===== src/design/vir_pkg.sv =====
// Purpose: constants for the version-identification responder
// Assumes: byte-serial command and response streams
// Notes:   byte positions are offsets within a packet
package vir_pkg;
  localparam logic [7:0] CMD_VERSION_ID    = 8'h15;
  localparam logic [7:0] CMD_CAPABILITIES  = 8'h16;
  localparam logic [7:0] RSP_VERSION_ID    = 8'h95;
  localparam logic [7:0] CODE_NONE         = 8'h00;
  localparam logic [7:0] SUFFIX_UNUSED     = 8'h00;
  localparam logic [7:0] UPDATE_ABSENT     = 8'hFF;
  localparam logic [3:0] NIBBLE_IGNORE     = 4'hF;
  localparam logic [15:0] PCI_ID_UNUSED    = 16'h0000;
  localparam logic [31:0] MFR_UNUSED       = 32'hFFFF_FFFF;
  localparam int          NAME_LEN         = 12;
  // request layout
  localparam logic [5:0] REQ_TYPE_POS      = 6'h04;
  // response layout
  localparam logic [5:0] POS_CODES         = 6'h10;
  localparam logic [5:0] POS_VERSION       = 6'h14;
  localparam logic [5:0] POS_SUFFIX2       = 6'h1B;
  localparam logic [5:0] POS_NAME          = 6'h1C;
  localparam logic [5:0] POS_FW_VERSION    = 6'h28;
  localparam logic [5:0] POS_PCI_IDS       = 6'h2C;
  localparam logic [5:0] POS_MFR           = 6'h34;
  localparam logic [5:0] POS_LAST          = 6'h37;
  typedef enum logic [1:0] {
    VIR_IDLE  = 2'b00,
    VIR_HOLD  = 2'b01,
    VIR_SEND  = 2'b10
  } vir_state_e;
endpackage


===== src/design/vir_responder.sv =====
// Purpose: recognise version-id and capability requests, stream version-id body
// Assumes: request bytes arrive one per cycle with a start marker; rsp_ready from framer
// Notes:   header, checksum and capability body come from neighbouring blocks
//          each body byte takes at least two cycles: the hold cycle lets the rom register
//          settle on the new address, trading half the byte rate for a
//          registered data output
//          identity inputs are read live, so they must stay put during a response
//
// Notes on behaviour
// - version request is code 0x15, header plus checksum and pad only.
// - every valid version request is accepted, answered with type 0x95; the code drops one whose done strobe arrives mid-response.
// - only generic response and reason codes are returned.
// - response carries the claimed protocol version.
// - major, minor, update bytes are two packed bcd digits.
// - suffix bytes hold optional latin-1 characters.
// - suffix 0x00 means unused; first suffix filled before second.
// - upper nibble 0xF marks a single-digit bcd byte.
// - update 0xFF means absent; major and minor never 0xFF.
// - firmware name holds latin-1 characters.
// - name is left-justified, first character in the top byte.
// - short name ends with 0x00; full-length name needs none.
// - bytes after the terminator are don't-care to the reader.
// - firmware version is one 32-bit field of four hex bytes.
// - without shared host interface, all four identifiers are zero.
// - with shared host interface, identifiers carry its values.
// - manufacturer is 32-bit enterprise number, all ones when unused.
// - capability request is code 0x16, header plus checksum and pad.
`timescale 1ns/1ps
`default_nettype none
module vir_responder (
  input  wire logic        ref_clk,
  input  wire logic        rst,
  // request stream, already checked by the receive path
  input  wire logic        req_valid,
  input  wire logic        req_start,
  input  wire logic [7:0]  req_byte,
  input  wire logic        req_done,
  input  wire logic        req_error,
  // controller identity, held static
  input  wire logic [7:0]  ver_major,
  input  wire logic [7:0]  ver_minor,
  input  wire logic [7:0]  ver_update,
  input  wire logic [7:0]  first_suffix_char,
  input  wire logic [7:0]  second_suffix_char,
  input  wire logic [95:0] fw_name,
  input  wire logic [31:0] fw_version,
  input  wire logic        host_if_shared,
  input  wire logic [15:0] host_device_ident,
  input  wire logic [15:0] host_vendor_ident,
  input  wire logic [15:0] host_subsystem_ident,
  input  wire logic [15:0] host_subsystem_vendor_ident,
  input  wire logic        mfr_used,
  input  wire logic [31:0] mfr_enterprise,
  // response stream toward the framer
  input  wire logic        rsp_ready,
  output logic             rsp_valid,
  output logic      [7:0]  rsp_byte,
  output logic      [5:0]  rsp_pos,
  output logic             rsp_last,
  // status
  output logic      [7:0]  rsp_type,
  output logic             cap_request,
  output logic             version_fault
);
  vir_pkg::vir_state_e state_reg, state_next;
  logic [5:0] pos_reg, pos_next;
  logic [5:0] rx_pos_reg, rx_pos_next;
  logic [7:0] cmd_reg, cmd_next;
  logic       cap_reg, cap_next;
  logic [7:0] type_reg, type_next;
  logic [7:0] upd_fix, sfx1_fix, sfx2_fix;
  logic [95:0] name_fix;
  logic [63:0] pci_word;
  logic [31:0] mfr_word;
  logic [7:0]  rom_data;
  logic [39:0] version_word;
  logic [23:0] bcd_bytes;
  logic [2:0]  bcd_flag;
  logic [63:0] pci_in;
  logic [vir_pkg::NAME_LEN:0] null_seen;

  // update absent
  // illegal 0xFF in major/minor is flagged rather than silently sent
  assign upd_fix = ver_update;
  // suffix ordering: a second suffix without a first is dropped
  always_comb begin
    sfx1_fix = first_suffix_char;
    sfx2_fix = (first_suffix_char == vir_pkg::SUFFIX_UNUSED) ?
               vir_pkg::SUFFIX_UNUSED : second_suffix_char;
  end
  // packed in send order, major first and second suffix last
  assign version_word = {ver_major, ver_minor, upd_fix, sfx1_fix, sfx2_fix};

  // single digit
  // slot 2 is major, slot 1 minor, slot 0 update
  assign bcd_bytes = {ver_major, ver_minor, ver_update};
  for (genvar g = 0; g < 3; g++) begin : g_bcd
    logic [7:0] b;
    logic       hi_ok;
    logic       lo_ok;
    assign b           = bcd_bytes[8*g +: 8];
    assign hi_ok       = (b[7:4] <= 4'h9) || (b[7:4] == vir_pkg::NIBBLE_IGNORE);
    assign lo_ok       = (b[3:0] <= 4'h9);
    assign bcd_flag[g] = !(hi_ok && lo_ok);
  end

  // absent update
  // an absent update is the only byte allowed to be non-bcd
  assign version_fault = (ver_major == vir_pkg::UPDATE_ABSENT) ||
                         (ver_minor == vir_pkg::UPDATE_ABSENT) ||
                         bcd_flag[2] || bcd_flag[1] ||
                         ((ver_update != vir_pkg::UPDATE_ABSENT) && bcd_flag[0]);

  // tail fill: bytes after the first null are forced to zero
  // so a stale tail never leaks to the management side
  assign null_seen[0] = 1'b0;
  for (genvar g = 0; g < vir_pkg::NAME_LEN; g++) begin : g_name
    logic [7:0] ch;
    assign ch                      = fw_name[95 - 8*g -: 8];
    assign name_fix[95 - 8*g -: 8] = null_seen[g] ? 8'h00 : ch;
    assign null_seen[g + 1]        = null_seen[g] || (ch == 8'h00);
  end

  // shared ids
  // device ident sits in the top slot, subsystem vendor in the bottom
  assign pci_in = {host_device_ident, host_vendor_ident, host_subsystem_ident,
                   host_subsystem_vendor_ident};
  for (genvar g = 0; g < 4; g++) begin : g_pci
    assign pci_word[16*g +: 16] = host_if_shared ? pci_in[16*g +: 16] : vir_pkg::PCI_ID_UNUSED;
  end

  assign mfr_word = mfr_used ? mfr_enterprise : vir_pkg::MFR_UNUSED;

  vir_rom u_rom (
    .ref_clk      (ref_clk),
    .rst          (rst),
    .addr         (pos_next),
    .version_word (version_word),
    .name_word    (name_fix),
    .fw_version   (fw_version),
    .pci_ids      (pci_word),
    .mfr_id       (mfr_word),
    .data         (rom_data)
  );

  // request parser
  always_comb begin
    rx_pos_next = rx_pos_reg;
    cmd_next    = cmd_reg;
    if (req_valid) begin
      if (req_start) begin
        rx_pos_next = 6'd1;
        cmd_next    = 8'h00;
      end else begin
        if (rx_pos_reg == vir_pkg::REQ_TYPE_POS) begin
          cmd_next = req_byte;
        end
        if (rx_pos_reg != 6'h3F) begin
          rx_pos_next = rx_pos_reg + 6'd1;
        end
      end
    end
    // a finished request consumes its code, so a stray done strobe
    // cannot answer the previous command a second time
    if (req_done) begin
      cmd_next = 8'h00;
    end
  end

  // response sequencer
  // idle waits for a clean done strobe; hold lets the rom register load the
  // byte at pos_next; send offers it until the framer takes it
  always_comb begin
    state_next = state_reg;
    pos_next   = pos_reg;
    cap_next   = 1'b0;
    type_next  = type_reg;
    case (state_reg)
      vir_pkg::VIR_IDLE: begin
        if (req_done && !req_error) begin
          if (cmd_reg == vir_pkg::CMD_VERSION_ID) begin
            state_next = vir_pkg::VIR_HOLD;
            pos_next   = vir_pkg::POS_CODES;
            type_next  = vir_pkg::RSP_VERSION_ID;
          end
          if (cmd_reg == vir_pkg::CMD_CAPABILITIES) begin
            cap_next = 1'b1;
          end
        end
      end
      vir_pkg::VIR_HOLD: begin
        state_next = vir_pkg::VIR_SEND;
      end
      vir_pkg::VIR_SEND: begin
        if (rsp_ready) begin
          if (pos_reg == vir_pkg::POS_LAST) begin
            state_next = vir_pkg::VIR_IDLE;
          end else begin
            pos_next   = pos_reg + 6'd1;
            state_next = vir_pkg::VIR_HOLD;
          end
        end
      end
      default: begin
        state_next = vir_pkg::VIR_IDLE;
      end
    endcase
  end

  // parser registers
  always_ff @(posedge ref_clk or posedge rst) begin
    if (rst) begin
      rx_pos_reg <= 6'h00;
      cmd_reg    <= 8'h00;
    end else begin
      rx_pos_reg <= rx_pos_next;
      cmd_reg    <= cmd_next;
    end
  end

  // sequencer registers
  always_ff @(posedge ref_clk or posedge rst) begin
    if (rst) begin
      state_reg <= vir_pkg::VIR_IDLE;
      pos_reg   <= 6'h00;
      cap_reg   <= 1'b0;
      type_reg  <= 8'h00;
    end else begin
      state_reg <= state_next;
      pos_reg   <= pos_next;
      cap_reg   <= cap_next;
      type_reg  <= type_next;
    end
  end

  // handshake outputs decode the state register; the data byte is registered
  assign rsp_valid   = (state_reg == vir_pkg::VIR_SEND);
  assign rsp_byte    = rom_data;
  assign rsp_pos     = pos_reg;
  assign rsp_last    = rsp_valid && (pos_reg == vir_pkg::POS_LAST);
  assign rsp_type    = type_reg;
  assign cap_request = cap_reg;
endmodule
`default_nettype wire


===== src/design/vir_rom.sv =====
// Purpose: registered byte lookup of the fixed response body
// Assumes: identity inputs are static while a response is sent
// Notes:   bytes 0-15 and 56-59 are left to header and checksum blocks
`timescale 1ns/1ps
`default_nettype none
module vir_rom (
  input  wire logic        ref_clk,
  input  wire logic        rst,
  input  wire logic [5:0]  addr,
  input  wire logic [39:0] version_word,
  input  wire logic [95:0] name_word,
  input  wire logic [31:0] fw_version,
  input  wire logic [63:0] pci_ids,
  input  wire logic [31:0] mfr_id,
  output logic      [7:0]  data
);
  logic [7:0]   data_next;
  logic [447:0] body;
  // body holds bytes 16..71 msb first; byte 16 at the top
  always_comb begin
    body = '0;
    body[447:416] = {vir_pkg::CODE_NONE, vir_pkg::CODE_NONE,
                     vir_pkg::CODE_NONE, vir_pkg::CODE_NONE};
    body[415:384] = version_word[39:8];
    body[383:352] = {24'h00_0000, version_word[7:0]};
    body[351:256] = name_word;
    body[255:224] = fw_version;
    body[223:160] = pci_ids;
    body[159:128] = mfr_id;
    data_next = 8'h00;
    if (addr >= vir_pkg::POS_CODES && addr <= vir_pkg::POS_LAST) begin
      data_next = body[447 - 8*(32'(addr) - 16) -: 8];
    end
  end
  always_ff @(posedge ref_clk or posedge rst) begin
    if (rst) begin
      data <= 8'h00;
    end else begin
      data <= data_next;
    end
  end
endmodule
`default_nettype wire


===== config.mk =====
export PLATFORM = sky130hd
export DESIGN_NAME = vir_responder
export DESIGN_NICKNAME = d
export VERILOG_FILES = /design/src/design/vir_pkg.sv /design/src/design/vir_responder.sv /design/src/design/vir_rom.sv
export SDC_FILE = /design/constraint.sdc
export NUM_CORES = 1
export LEC_CHECK = 0
export BUFFER_PORTS_ARGS = -buffer_cell sky130_fd_sc_hd__clkbuf_2
export CAP_MARGIN = 10
export CORE_AREA = 2 2 119 121
export DETAILED_ROUTE_END_ITERATION = 7
export DIE_AREA = 0 0 121 123
export PLACE_DENSITY = 0.78
export SETUP_SLACK_MARGIN = 0.2
export SYNTH_ARGS = -nofsm -noshare
export SYNTH_HDL_FRONTEND = slang
export SYNTH_SLANG_ARGS = --single-unit

===== constraint.sdc =====
create_clock -name ref_clk -period 5.24 [get_ports ref_clk]
set_input_delay 0.786 -clock ref_clk [delete_from_list [all_inputs] [get_ports ref_clk]]
set_output_delay 0.786 -clock ref_clk [all_outputs]
set_load 0.005 [all_outputs]

Word-level counts from Yosys, hierarchy flattened
Index checks and enable logic that the tools add are counted.
Widths: inputs -> output; s select.
Storage, ports and cells
  register bits: 32
  latch bits: 0
  RAM bits: 0
  memory bits (read-only): 0
  bits of input ports: 281
  output and inout bits: 26
  word-level logic and storage cells: 121
  memories: 0
Operators by class
  $add $sub $neg: 4
  multiply operators: 0
  div/mod/pow operators: 0
  $lt $le $gt $ge: 8
  equality and inequality tests: 16
  shifts and indexed selects: 1
  mux-type cells: 37
  bitwise operators: 0
  reduce and logical (&&, ||, !) cells: 48
Operator list (number)
  $shiftx 455x33->8: 1
  $mux 8: 17
  $logic_not 8->1: 12
  $mux 16: 4
  $mux 6: 6
  $mux 32: 1
  $sub 9x32->32 const A: 1
  $le 4x4->1 const B: 6
  $logic_or 1x1->1: 17
  $eq 8x5->1 const B: 2
  $eq 8x8->1 const B: 2
  $add 6x1->6 const B: 2
  $eq 4x4->1 const B: 3
  $pmux 6 s2: 1
  $ne 8x8->1 const B: 1
  $logic_and 1x1->1: 7
  $sub 6x5->7 const B: 1
  $eq 6x3->1 const B: 1
  $eq 6x6->1 const B: 1
  $ge 6x5->1 const B: 1
  $le 6x6->1 const B: 1
  $mux 2: 3
  $ne 2x2->1 const B: 3
  $ne 6x6->1 const B: 1
  other kinds (10): 19

Depth between registers and ports, before layout
Gate-level depths: netlist (run 1).
  depth in word-level cells: 14
  depth in mapped cells: 14
  mapped depth without buffers: 13

Modules after synthesis
From an unflattened synthesis (run 1), not the netlist that was laid out.
Unflattened totals
  cell total of the unflattened synthesis: 695
  area, all modules: 5715.5 um2
Modules (own cells, without submodules)
  vir_responder: times used 1, cells an instance 445, area an instance 3026.7 um2, sequential area each 600.6 um2
  vir_rom: times used 1, cells an instance 250, area an instance 2688.8 um2, sequential area each 200.2 um2

Least setup slack after synthesis (run 1)
OpenSTA, ideal clock, no wires.
  kind: input-to-reg
  start: input req_error
  end: register u_rom.data[0]
  setup time: 104 ps
  arrival: 3048 ps
  required time: 5136 ps
  path slack: 2088 ps
  stages on the path: 10
  path buffers: 2
  cell sequence: and4bb_1 nand4_1 buf_4 and2_1 ha_1 xnor2_1 clkbuf_1 a221oi_1 o21ai_0 a221oi_1
Between the ends
  word-level cells in the longest chain between the ends: 8
  elaborated cells on any way between the ends: 11
  those cells by class: 2 x add/sub; 2 x order compare; 1 x shift; 3 x mux; 3 x reduce/logical
RTL lines
  start, declared: line vir_responder.sv:38  | input wire logic req_error,
  $logic_not 1->1 *: line vir_responder.sv:180  | if (req_done && !req_error) begin
  $logic_and 1x1->1 *: line vir_responder.sv:180
  $mux 6 *: line vir_responder.sv:180
  $pmux 6 s2 *: line vir_responder.sv:178  | case (state_reg)
  via pos_next[5]: line vir_responder.sv:66  | logic [5:0] pos_reg, pos_next;
  $sub 6x5->7: line vir_rom.sv:32  | data_next = body[447 - 8*(32'(addr) - 16) -: 8];
  $sub 9x32->32: line vir_rom.sv:32
  $shiftx 455x33->8: line vir_rom.sv:32
  $mux 8 *: line vir_rom.sv:31  | if (addr >= vir_pkg::POS_CODES && addr <= vir_pkg::POS_LAST) begin
  via u_rom.data_next[0]: line vir_rom.sv:17  | logic [7:0] data_next;
  end signal, assigned: line vir_rom.sv:39  | data <= data_next;
  end, declared: line vir_rom.sv:15  | output logic [7:0] data
Mark *: on every way through the listed nets, which the timed path passes. The rest lies on a longest branch.
A chain may end at the register's enable or synchronous reset.

Worst setup path after layout (run 1)
  start: input req_error
  end: register u_rom.data[4]
Same word-level chain as after synthesis.

==> results.py, run 1 <==
metrics = {
    "run_status": {
        "status": "complete, no violations",
    },
    "grt": {
        "grt_overflow": 0,
        "grt_pass1_vias": 6364,
        "grt_pass1_wl_um": 34490,
        "antenna_found_initial": 1,
        "grt_usage_pct": 29.63,
        "grt_max_degree": 84,
    },
    "finish": {
        "nNetsFinal": 1212,
        "fill_cells": 1404,
        "area_delta_synth_final_pct": 34.92,
        "instances_no_fill": 1106,
        "mostFrequentLayoutCells": "clkbuf_2 (302), nand2_1 (102), a21oi_1 (65), nand3_1 (51), o21ai_0 (41)",
        "final_common_cell": "clkbuf_2",
        "drive_gt1_share_pct": 36.32,
    },
    "clock_network": {
        "cts.clk_slew.worst_paths_ns": 0.05,
        "cts_setup_buffers": 0,
        "cts_buffer_depth": 2,
        "numCtsBuffers": 5,
        "root_buffer": "clkbuf_16",
        "cts_tree": "yes",
        "cts-htree-levels": 2,
        "cts-resized-gates": 0,
        "clock_latency_ns": 0.28,
        "postCtsHoldBufs": 0,
        "cts_sinks": 32,
    },
    "die": {
        "die_x_um": 121,
        "dieArea_um2": 14880,
        "rows": 43,
        "die_height_um": 123,
        "core_area_um2": 13610,
        "ioPinCount": 307,
        "start_util_pct": 34.14,
    },
    "sta": {
        "period_share_pct": 75.65,
        "worstMarginPinSlew_ns": 1.134,
        "fmax_mhz": 252.3,
        "skew_ns": 0.005268,
        "final-setup-viol-count": 0,
        "slew-limit-headroom_pct": 23.69,
        "final_hold_viol_count": 0,
        "finalSetupTns_ns": 0,
        "rsz0062_at_grt": "no",
        "finalCriticalPeriod_ns": 3.964,
        "finalMaxSlewViolations": 0,
    },
    "hold_path": {
        "min_path_type": "flop to flop",
    },
    "routing": {
        "dr.pass1.iters": 5,
        "drtIter0Drc": 638,
        "wl_per_cell_um": 21.01,
        "via_count": 6815,
        "ant_nets": 0,
        "drc": 0,
        "drt_wl_total_um": 23240,
        "via_per_inst": 6.162,
    },
    "synth": {
        "yosysTopAreaCell": "dfrtp_1",
        "ys_warn_count": 0,
        "ys_types": 75,
        "synth_top_cell_area_share_pct": 17.23,
        "synth_area_leaders": "dfrtp_1 (17%), nand2_1 (8.2%), a21oi_1 (7.0%)",
        "synth-seq-cells": 32,
        "synth_area_um2": 4647,
        "synth_cells": 656,
        "async_flop_share_pct": 100.0,
        "synth_top_flop_cell": "dfrtp_1",
        "syn_avg_cell_area_um2": 7.084,
        "ys_seq_area_share_pct": 17.23,
        "synth_edf_count": 0,
    },
    "placement": {
        "dpl.cell_count": 1098,
        "io_buffers": 302,
        "gp_congestion": 0.9905,
        "dp_hpwl_um": 18670,
    },
    "power": {
        "vdd_ir_drop_max_mv": 0.2600,
        "power_density_nw_per_um2": 418.8,
        "power.leakage_nw": 3.121,
    },
    "worst_setup_path": {
        "cp_top_family": "simple AND/OR/NAND/NOR gates",
        "cp_cell_sequence": "clkbuf_2 > and4bb_1 > nand4_1 > nor2_1 > nor3_1 > a21oi_1 > inv_1 > ha_1 > xnor2_1 > and2_0 > o21ai_0 > a311o_1 > o21ai_0 > a221oi_1",
        "cp_max_fo": 12,
        "crit_type": "primary input to flop",
        "critical_path_buf_inv_count": 2,
        "cpMaxStageDelayCell": "xnor2_1",
        "required_ns": 5.37,
        "critPathArrivalTime_ns": 4.09,
        "cp-end-kind": "flop",
        "worst_setup_path_start_kind": "primary input",
        "slowest_delay_ns": 0.73,
        "critPathMostFrequentCell": "o21ai_0",
    },
    "run": {
        "maxCapViolCount": 0,
    },
}
[cells by family after synthesis]
logic type,share of synthesized area (%)
flops,17.23
mux,5.600
fa+ha+maj,1.615
simple gates,29.38
compound gates,36.78
other cells,0.08070
xor+xnor,0.9426
buf+inv,8.374
[cells in the mapped netlist, types with 3 or more instances]
master,n
nor4_1,24
a21o_1,17
nor2_1,14
o21ai_1,6
clkbuf_1,16
a22o_1,8
a41oi_1,6
xnor2_1,3
buf_2,12
a211oi_1,7
nand4_1,14
buf_6,6
o211ai_1,11
o22ai_1,12
mux2i_1,26
a31oi_1,28
a22oi_1,15
a21oi_1,65
nand3_1,51
buf_4,13
o21ai_0,41
and2_1,10
inv_1,14
a311o_1,6
ha_1,6
nor3_1,8
nand2_1,102
and3_1,8
dfrtp_1,32
a221oi_1,14
nand2b_1,5
[routing by layer]
metal,part of all wire (%),global-route usage (%)
met2,47,49.89
met5,0,0
met4,2.7,8.576
met3,10,6.273
met1,40,38.24
[final timing paths]
check | start | end | slack (ns) | cells past startpoint
worst max-delay path | req_error | u_rom.data[4] | 1.28 | 14
worst min-delay path | cmd_reg[0] | cap_request | 0.50 | 1
worst max register to register | rsp_pos[0] | u_rom.data[3] | 1.31 | 10
worst min register to register | cmd_reg[0] | cap_request | 0.50 | 1
max in group asynchronous | rst | u_rom.data[3] | 4.34 | 3
min in group asynchronous | rst | rx_pos_reg[4] | 0.57 | 3
[through the flow]
step / total power [mW] / utilization, % / cell area [um^2] / hold slack, ns / worst slack (ns)
floorplan: 1.769 / - / 4658 / 0.4366 / 2.088
global placement: 2.295 / 45.06 / 6133 / 0.4794 / 1.293
detailed placement: 2.297 / 45.06 / 6133 / 0.4813 / 1.181
CTS: 2.576 / 46.04 / 6267 / 0.4985 / 1.415
global route: 2.794 / 46.06 / 6270 / 0.5210 / 1.126
finish: 2.626 / 46.06 / 6270 / 0.5005 / 1.276
[worst reg2reg max path, delay by kind of cell (launching register included)]
kind	cells	cell delay, ns
AO/OA/AOI/OAI	6	1.96
AND/OR/NAND/NOR	2	0.70
buffers and inverters	1	0.45
flip-flops	1	0.43
adder cells (fa/ha/maj)	1	0.28
[where the power goes]
group	total [mW]	switching [mW]	internal, mW	leakage (nW)
logic	2.03	1.33	0.702	2.62
clock network	0.277	0.105	0.173	0.0667
registers	0.316	0.0419	0.274	0.435
[area by class of cell]
cell class              instances  area (um^2)  share of cell area [%]
multi-input cells             559         3470                   55.34
well taps                     180        225.2                   3.592
inverters                      17        66.31                   1.058
clock inverters                 1        5.005                 0.07982
diodes                          1        2.502                 0.03991
flip-flops and latches         32        800.8                   12.77
clock buffers                   6        128.9                   2.055
repair buffers                310         1572                   25.06
(Power assumes the default switching activity.)
==> inputs of run 2 (changes only) <==
--- a/config.mk
+++ b/config.mk
@@ -7,10 +7,10 @@
 export LEC_CHECK = 0
 export BUFFER_PORTS_ARGS = -buffer_cell sky130_fd_sc_hd__clkbuf_2
 export CAP_MARGIN = 10
-export CORE_AREA = 2 2 119 121
+export CORE_ASPECT_RATIO = 0.5
+export CORE_UTILIZATION = 39
 export DETAILED_ROUTE_END_ITERATION = 7
-export DIE_AREA = 0 0 121 123
-export PLACE_DENSITY = 0.78
+export PLACE_DENSITY = 0.89
 export SETUP_SLACK_MARGIN = 0.2
 export SYNTH_ARGS = -nofsm -noshare
 export SYNTH_HDL_FRONTEND = slang
==> constraint.sdc (replaced) <==
create_clock -name ref_clk -period 3.2 [get_ports ref_clk]
set_input_delay 0.48 -clock ref_clk [delete_from_list [all_inputs] [get_ports ref_clk]]
set_output_delay 0.48 -clock ref_clk [all_outputs]
set_load 0.005 [all_outputs]
==> run 2 against run 1 <==
- register-to-register slack got worse by 1.0 ns
- non-clock buffer count increased by 37
- sequential power increased by 63%
- combinational power increased by 85%
- power increased by 83%
- critical path type is now flop to flop
- largest cell class unchanged
- highest routed layer unchanged
==> results.py, run 2 (same netlist as run 1, synthesis figures left out) <==
metrics = {
    "placement": {
        "dpl_worst_slack_ns": -0.1975,
        "io_buffers": 302,
        "dp_hpwl_um": 18380,
        "dpl.cell_count": 1108,
        "gp_congestion": 1.001,
        "placed_area_um2": 6359,
    },
    "sta": {
        "slew-limit-headroom_pct": 49.20,
        "worstMarginPinSlew_ns": 0.7556,
        "finalMaxSlewViolations": 0,
        "rsz0062_at_grt": "yes",
        "period_share_pct": 91.59,
        "final-setup-viol-count": 0,
        "finalCriticalPeriod_ns": 2.931,
        "final_hold_viol_count": 0,
        "setup_ws_ns": 0.2690,
        "skew_ns": 0.007040,
        "fmax_mhz": 341.2,
        "finalSetupTns_ns": 0,
        "whs_ns": 0.1452,
    },
    "routing": {
        "via_per_inst": 6.160,
        "ant_nets": 0,
        "wl_per_cell_um": 19.79,
        "drc": 0,
        "drtIter0Drc": 699,
        "via_count": 6912,
        "dr.pass1.iters": 5,
        "drt_wl_total_um": 22210,
    },
    "power": {
        "p_int_mw": 2.289,
        "power_density_nw_per_um2": 716.3,
        "power.total_mw": 4.808,
        "seqPwrFrac_pct": 10.7,
        "p_sw_mw": 2.519,
        "pwr-share-clk_pct": 11.3,
        "pwr-share-comb_pct": 78.0,
        "sw_frac_of_total_pct": 52.40,
        "vdd_ir_drop_max_mv": 0.3619,
        "power.leakage_nw": 3.354,
    },
    "die": {
        "ioPinCount": 307,
        "rows": 27,
        "dieArea_um2": 12380,
        "die_height_um": 79.19,
        "start_util_pct": 41.18,
        "core_area_um2": 11280,
        "die_x_um": 156.4,
    },
    "finish": {
        "final_common_cell": "clkbuf_2",
        "mostFrequentLayoutCells": "clkbuf_2 (302), nand2_1 (102), a21oi_1 (63), nand3_1 (51), buf_4 (40)",
        "fill_cells": 1056,
        "post-route-util_pct": 59.49,
        "postLayoutCellArea_um2": 6713,
        "area_delta_synth_final_pct": 44.45,
        "drive_gt1_share_pct": 41.12,
        "nNetsFinal": 1249,
        "multiInputGateArea_um2": 3587,
        "diodes": 0,
        "instances_no_fill": 1122,
        "regArea_um2": 802.0,
    },
    "worst_setup_path": {
        "worst_setup_path_start_kind": "flop",
        "crit_type": "flop to flop",
        "crit_cells": 9,
        "cpMaxStageDelayCell": "dfrtp_2",
        "slowest_delay_ns": 0.45,
        "rr_worst_depth": 9,
        "cp_top_family": "compound AO/OA/AOI/OAI gates",
        "required_ns": 3.33,
        "cp_max_fo": 8,
        "cp-end-kind": "flop",
        "critical_path_buf_inv_count": 0,
        "critPathArrivalTime_ns": 3.07,
        "cp_cell_sequence": "ha_2 > and3b_1 > a211o_4 > a21o_4 > and3_1 > a221oi_1 > a21oi_1 > o211ai_1 > a221oi_2",
    },
    "grt": {
        "grt_overflow": 0,
        "grt_pass1_wl_um": 33040,
        "antenna_found_initial": 0,
        "grt_max_degree": 30,
        "grt_usage_pct": 34.20,
        "grt_pass1_vias": 6257,
    },
    "clock_network": {
        "clock_latency_ns": 0.28,
        "cts_tree": "yes",
        "cts.clk_slew.worst_paths_ns": 0.06,
        "cts-htree-levels": 2,
        "cts_buffer_depth": 2,
        "cts_sinks": 32,
        "numCtsBuffers": 5,
        "root_buffer": "clkbuf_16",
        "postCtsHoldBufs": 0,
    },
    "run": {
        "maxCapViolCount": 0,
    },
    "run_status": {
        "status": "complete, no violations",
    },
    "hold_path": {
        "min_path_type": "primary input to asynchronous set/reset pin",
    },
}
-- run 2: cell type report --
| class | count | share of cell area [%] |
|---|---|---|
| inverter | 17 | 1.062 |
| clock inverter | 3 | 0.6337 |
| sequential | 32 | 11.95 |
| clock buffer | 5 | 1.864 |
| timing repair buffer | 347 | 28.09 |
| multi-input combinational | 559 | 53.44 |
| tap | 159 | 2.964 |
-- run 2: power by group through the flow --
stage | Clock [mW] | Sequential, mW | Combinational, mW
floorplan | 0 | 0.506 | 2.39
global placement | 0 | 0.510 | 3.39
detailed placement | 0 | 0.515 | 3.42
CTS | 0.542 | 0.509 | 3.45
global route | 0.563 | 0.521 | 3.99
finish | 0.544 | 0.515 | 3.75
-- run 2: timing repair --
action                     in CTS  in global routing
gates resized for setup         9                 30
pin swaps                       1                  5
setup buffers                   1                  5
setup endpoints to repair       8                  8
-- run 2: final timing paths --
check | startpoint | end | slack [ns]
worst max-delay path | rsp_pos[0] | u_rom.data[0] | 0.27
worst min-delay path | rst | cmd_reg[6] | 0.15
worst max register to register | rsp_pos[0] | u_rom.data[0] | 0.27
worst min register to register | cmd_reg[7] | cmd_reg[7] | 0.51
max in group asynchronous | rst | rsp_pos[0] | 2.39
min in group ref_clk | req_valid | rx_pos_reg[3] | 0.42
-- run 2: worst register-to-register path, stage by stage (launching register included) --
cell	delay [ns]
dfrtp_2	0.45
ha_2	0.23
and3b_1	0.20
a211o_4	0.39
a21o_4	0.29
and3_1	0.25
a221oi_1	0.34
a21oi_1	0.11
o211ai_1	0.43
a221oi_2	0.11
-- run 2: per-layer routing --
| metal | track usage (%) | part of all wire, % |
|---|---|---|
| met1 | 46.06 | 40 |
| met2 | 54.37 | 45 |
| met3 | 8.188 | 12 |
| met4 | 9.216 | 2.5 |
| met5 | 0 | 0 |
==> inputs of run 3 (changes only) <==
--- a/config.mk
+++ b/config.mk
@@ -5,12 +5,13 @@
 export SDC_FILE = /design/constraint.sdc
 export NUM_CORES = 1
 export LEC_CHECK = 0
+export ABC_AREA = 1
 export BUFFER_PORTS_ARGS = -buffer_cell sky130_fd_sc_hd__clkbuf_2
 export CAP_MARGIN = 10
 export CORE_ASPECT_RATIO = 0.5
-export CORE_UTILIZATION = 39
+export CORE_UTILIZATION = 46
 export DETAILED_ROUTE_END_ITERATION = 7
-export PLACE_DENSITY = 0.89
+export PLACE_DENSITY = 0.94
 export SETUP_SLACK_MARGIN = 0.2
 export SYNTH_ARGS = -nofsm -noshare
 export SYNTH_HDL_FRONTEND = slang
==> constraint.sdc (replaced) <==
create_clock -name ref_clk -period 3 [get_ports ref_clk]
set_input_delay 0.45 -clock ref_clk [delete_from_list [all_inputs] [get_ports ref_clk]]
set_output_delay 0.45 -clock ref_clk [all_outputs]
set_load 0.005 [all_outputs]
==> run 3 against run 2 <==
- count of clock-buffer cells in the layout rose by 1
- sequential power rose by 35%
- via count rose by 17%
- combinational power rose by 66%
- worst hold slack improved by 0.11 ns
- maximum frequency rose by 6.9%
==> results.py, run 3 <==
metrics = {
    "synth": {
        "synth_top_cell_area_share_pct": 27.57,
        "synth_area_leaders": "nand2_1 (28%), nand3_1 (18%), dfrtp_1 (15%)",
        "syn_avg_cell_area_um2": 5.365,
        "synth-seq-cells": 32,
        "synth_cells": 1020,
        "synth_top_family_by_area": "simple AND/OR/NAND/NOR gates",
        "ys_types": 45,
        "synthMostInstantiatedCell": "nand2_1",
        "synth_edf_count": 0,
        "synth-compound-area-share_pct": 9.739,
        "synth_fa_ha_area_share_pct": 1.372,
        "synthMuxAreaShare_pct": 0,
        "synth_area_um2": 5473,
        "ys_warn_count": 0,
        "synthTopCellsByCount": "nand2_1 (402), nand3_1 (199), inv_1 (76)",
        "yosysTopAreaCell": "nand2_1",
        "synth-xor-area-share_pct": 0.3201,
        "synth_top_flop_cell": "dfrtp_1",
        "ys_seq_area_share_pct": 14.63,
        "yosys.area_share.simple_pct": 61.48,
        "async_flop_share_pct": 100.0,
    },
    "clock_network": {
        "cts_buffer_depth": 2,
        "postCtsHoldBufs": 0,
        "clock_latency_ns": 0.28,
        "cts-htree-levels": 2,
        "cts_sinks": 32,
        "cts_tree": "yes",
        "cts.clk_slew.worst_paths_ns": 0.05,
        "root_buffer": "clkbuf_16",
        "numCtsBuffers": 5,
    },
    "worst_setup_path": {
        "required_ns": 3.21,
        "cp_max_fo": 23,
        "reg2reg_to": "u_rom.data[4]",
        "cp-end-kind": "flop",
        "slowest_delay_ns": 0.43,
        "cp_cell_sequence": "ha_2 > nand2_2 > nor2_4 > nand3_4 > nand4_4 > nand2_2 > nor2_4 > buf_4 > clkbuf_16 > nand2_1 > nor2_1 > nor2_1 > nor2_1 > nand2_1 > nand2_1 > nand2_1 > a21oi_2",
        "critPathMostFrequentCell": "nand2_1",
        "rr_worst_depth": 17,
        "critPathArrivalTime_ns": 2.95,
        "cpMaxStageDelayCell": "nor2_4",
        "r2r_setup_slack_ns": 0.26,
        "reg2reg_from": "rsp_pos[1]",
        "worst_setup_path_start_kind": "flop",
        "crit_type": "flop to flop",
    },
    "power": {
        "power.total_mw": 7.509,
        "power.leakage_nw": 4.240,
        "vdd_ir_drop_max_mv": 0.7213,
        "power_density_nw_per_um2": 1012,
    },
    "routing": {
        "drtIter0Drc": 867,
        "ant_nets": 0,
        "via_per_inst": 5.543,
        "dr.pass1.iters": 8,
        "drt_wl_total_um": 21950,
        "via_count": 8081,
        "drc": 0,
        "wl_per_cell_um": 15.06,
    },
    "sta": {
        "finalMaxSlewViolations": 0,
        "worstMarginPinSlew_ns": 0.8524,
        "fmax_mhz": 364.7,
        "skew_ns": 0.006344,
        "final_hold_viol_count": 0,
        "rsz0062_at_grt": "no",
        "slew-limit-headroom_pct": 42.74,
        "finalCriticalPeriod_ns": 2.742,
        "period_share_pct": 91.40,
        "final-setup-viol-count": 0,
        "finalSetupTns_ns": 0,
    },
    "die": {
        "core_area_um2": 11280,
        "ioPinCount": 307,
        "die_x_um": 156.3,
        "rows": 27,
        "start_util_pct": 48.50,
        "dieArea_um2": 12360,
        "die_height_um": 79.13,
    },
    "finish": {
        "drive_gt1_share_pct": 29.79,
        "diodes": 0,
        "instances_no_fill": 1458,
        "mostFrequentLayoutCells": "nand2_1 (401), clkbuf_2 (302), nand3_1 (199), inv_1 (75), nor2_1 (66)",
        "area_delta_synth_final_pct": 35.62,
        "fill_cells": 1062,
        "nNetsFinal": 1585,
        "final_common_cell": "nand2_1",
        "post-route-util_pct": 65.78,
    },
    "run_status": {
        "status": "complete, no violations",
    },
    "grt": {
        "antenna_found_initial": 0,
        "grt_overflow": 0,
        "grt_max_degree": 73,
        "grt_pass1_vias": 7072,
        "grt_pass1_wl_um": 33400,
        "grt_usage_pct": 33.54,
    },
    "placement": {
        "dp_hpwl_um": 17180,
        "io_buffers": 302,
        "dpl.cell_count": 1437,
        "gp_congestion": 0.9397,
    },
    "hold_path": {
        "min_path_type": "primary input to asynchronous set/reset pin",
    },
    "run": {
        "maxCapViolCount": 0,
    },
}
## run 3: cell count changes after synthesis, sizes merged, moves of 14 or more
cell / previous run / this run
a31oi: 28 / 10
a22oi: 15 / 1
nand3: 53 / 204
a21oi: 66 / 30
mux2i: 26 / 0
inv: 17 / 82
a221oi: 15 / 0
nand2: 102 / 408
nor2: 16 / 80
nor4: 27 / 12
a21o: 17 / 1
buf: 35 / 50
## run 3: per-layer routing
layer | up-vias | track usage, % | wire length, um
met5 | - | 0 | 0
met4 | 0 | 9.902 | 660
met3 | 88 | 6.496 | 2311
met2 | 502 | 55.18 | 10020
met1 | 3603 | 44.45 | 8966
li1 | 3888 | - | -
## run 3: cell type report
type | instances | area (um^2) | area share [%]
multi-input combinational | 849 | 4081 | 54.99
timing repair buffer | 327 | 1859 | 25.05
sequential | 32 | 800.8 | 10.79
inverter | 83 | 317.8 | 4.282
tap | 159 | 198.9 | 2.680
clock buffer | 6 | 128.9 | 1.736
clock inverter | 2 | 35.03 | 0.4720
## run 3: metrics by stage
| stage | cell area, um^2 | setup slack [ns] | hold slack, ns |
|---|---|---|---|
| finish | 7422 | 0.2579 | 0.2583 |
| detailed placement | 7020 | 0.1065 | 0.4914 |
| global placement | 7020 | 0.2494 | 0.4861 |
| CTS | 7216 | 0.2420 | 0.2697 |
| global route | 7422 | 0.1808 | 0.2855 |
| floorplan | 5484 | 0.2348 | 0.4572 |
## run 3: critical path: cells and delay by family (launching register included)
family	cells	cell delay (ns)
buffers and inverters	2	0.42
DFF	1	0.40
and+or+nand+nor	13	1.51
AOI/OAI and AO/OA	1	0.12
adders and majority gates	1	0.23
## run 3: report_power, final
group | switching [mW] | internal (mW)
clock network | 0.183 | 0.390
registers | 0.131 | 0.562
logic | 3.97 | 2.27
total | 4.29 | 3.22
## run 3: timing repair
item,4_1_cts,5_1_grt
gates cloned,0,4
endpoints found under the setup margin,4,8
setup buffers,2,7
pin swaps,0,3
resized for setup,1,15
## run 3: worst max-delay path by stage
| stage | slack, ns | from | to | cells after the start |
|---|---|---|---|---|
| final | 0.26 | rsp_pos[1] | u_rom.data[4] | 17 |
| after global routing | 0.18 | rsp_pos[1] | u_rom.data[0] | 18 |
| after CTS | 0.24 | cmd_reg[6] | u_rom.data[2] | 14 |
| after detailed placement | 0.11 | req_error | u_rom.data[7] | 15 |
| after global placement | 0.25 | req_error | u_rom.data[3] | 15 |
| after floorplan | 0.23 | rsp_pos[0] | u_rom.data[5] | 16 |
## run 3: logic make-up after synthesis
group                      count (synthesis)
DFF                                       32
AOI/OAI and AO/OA                         94
buffers and inverters                    143
and+or+nand+nor                          742
adders and majority gates                  6
other                                      1
xor gates and xnor gates                   2
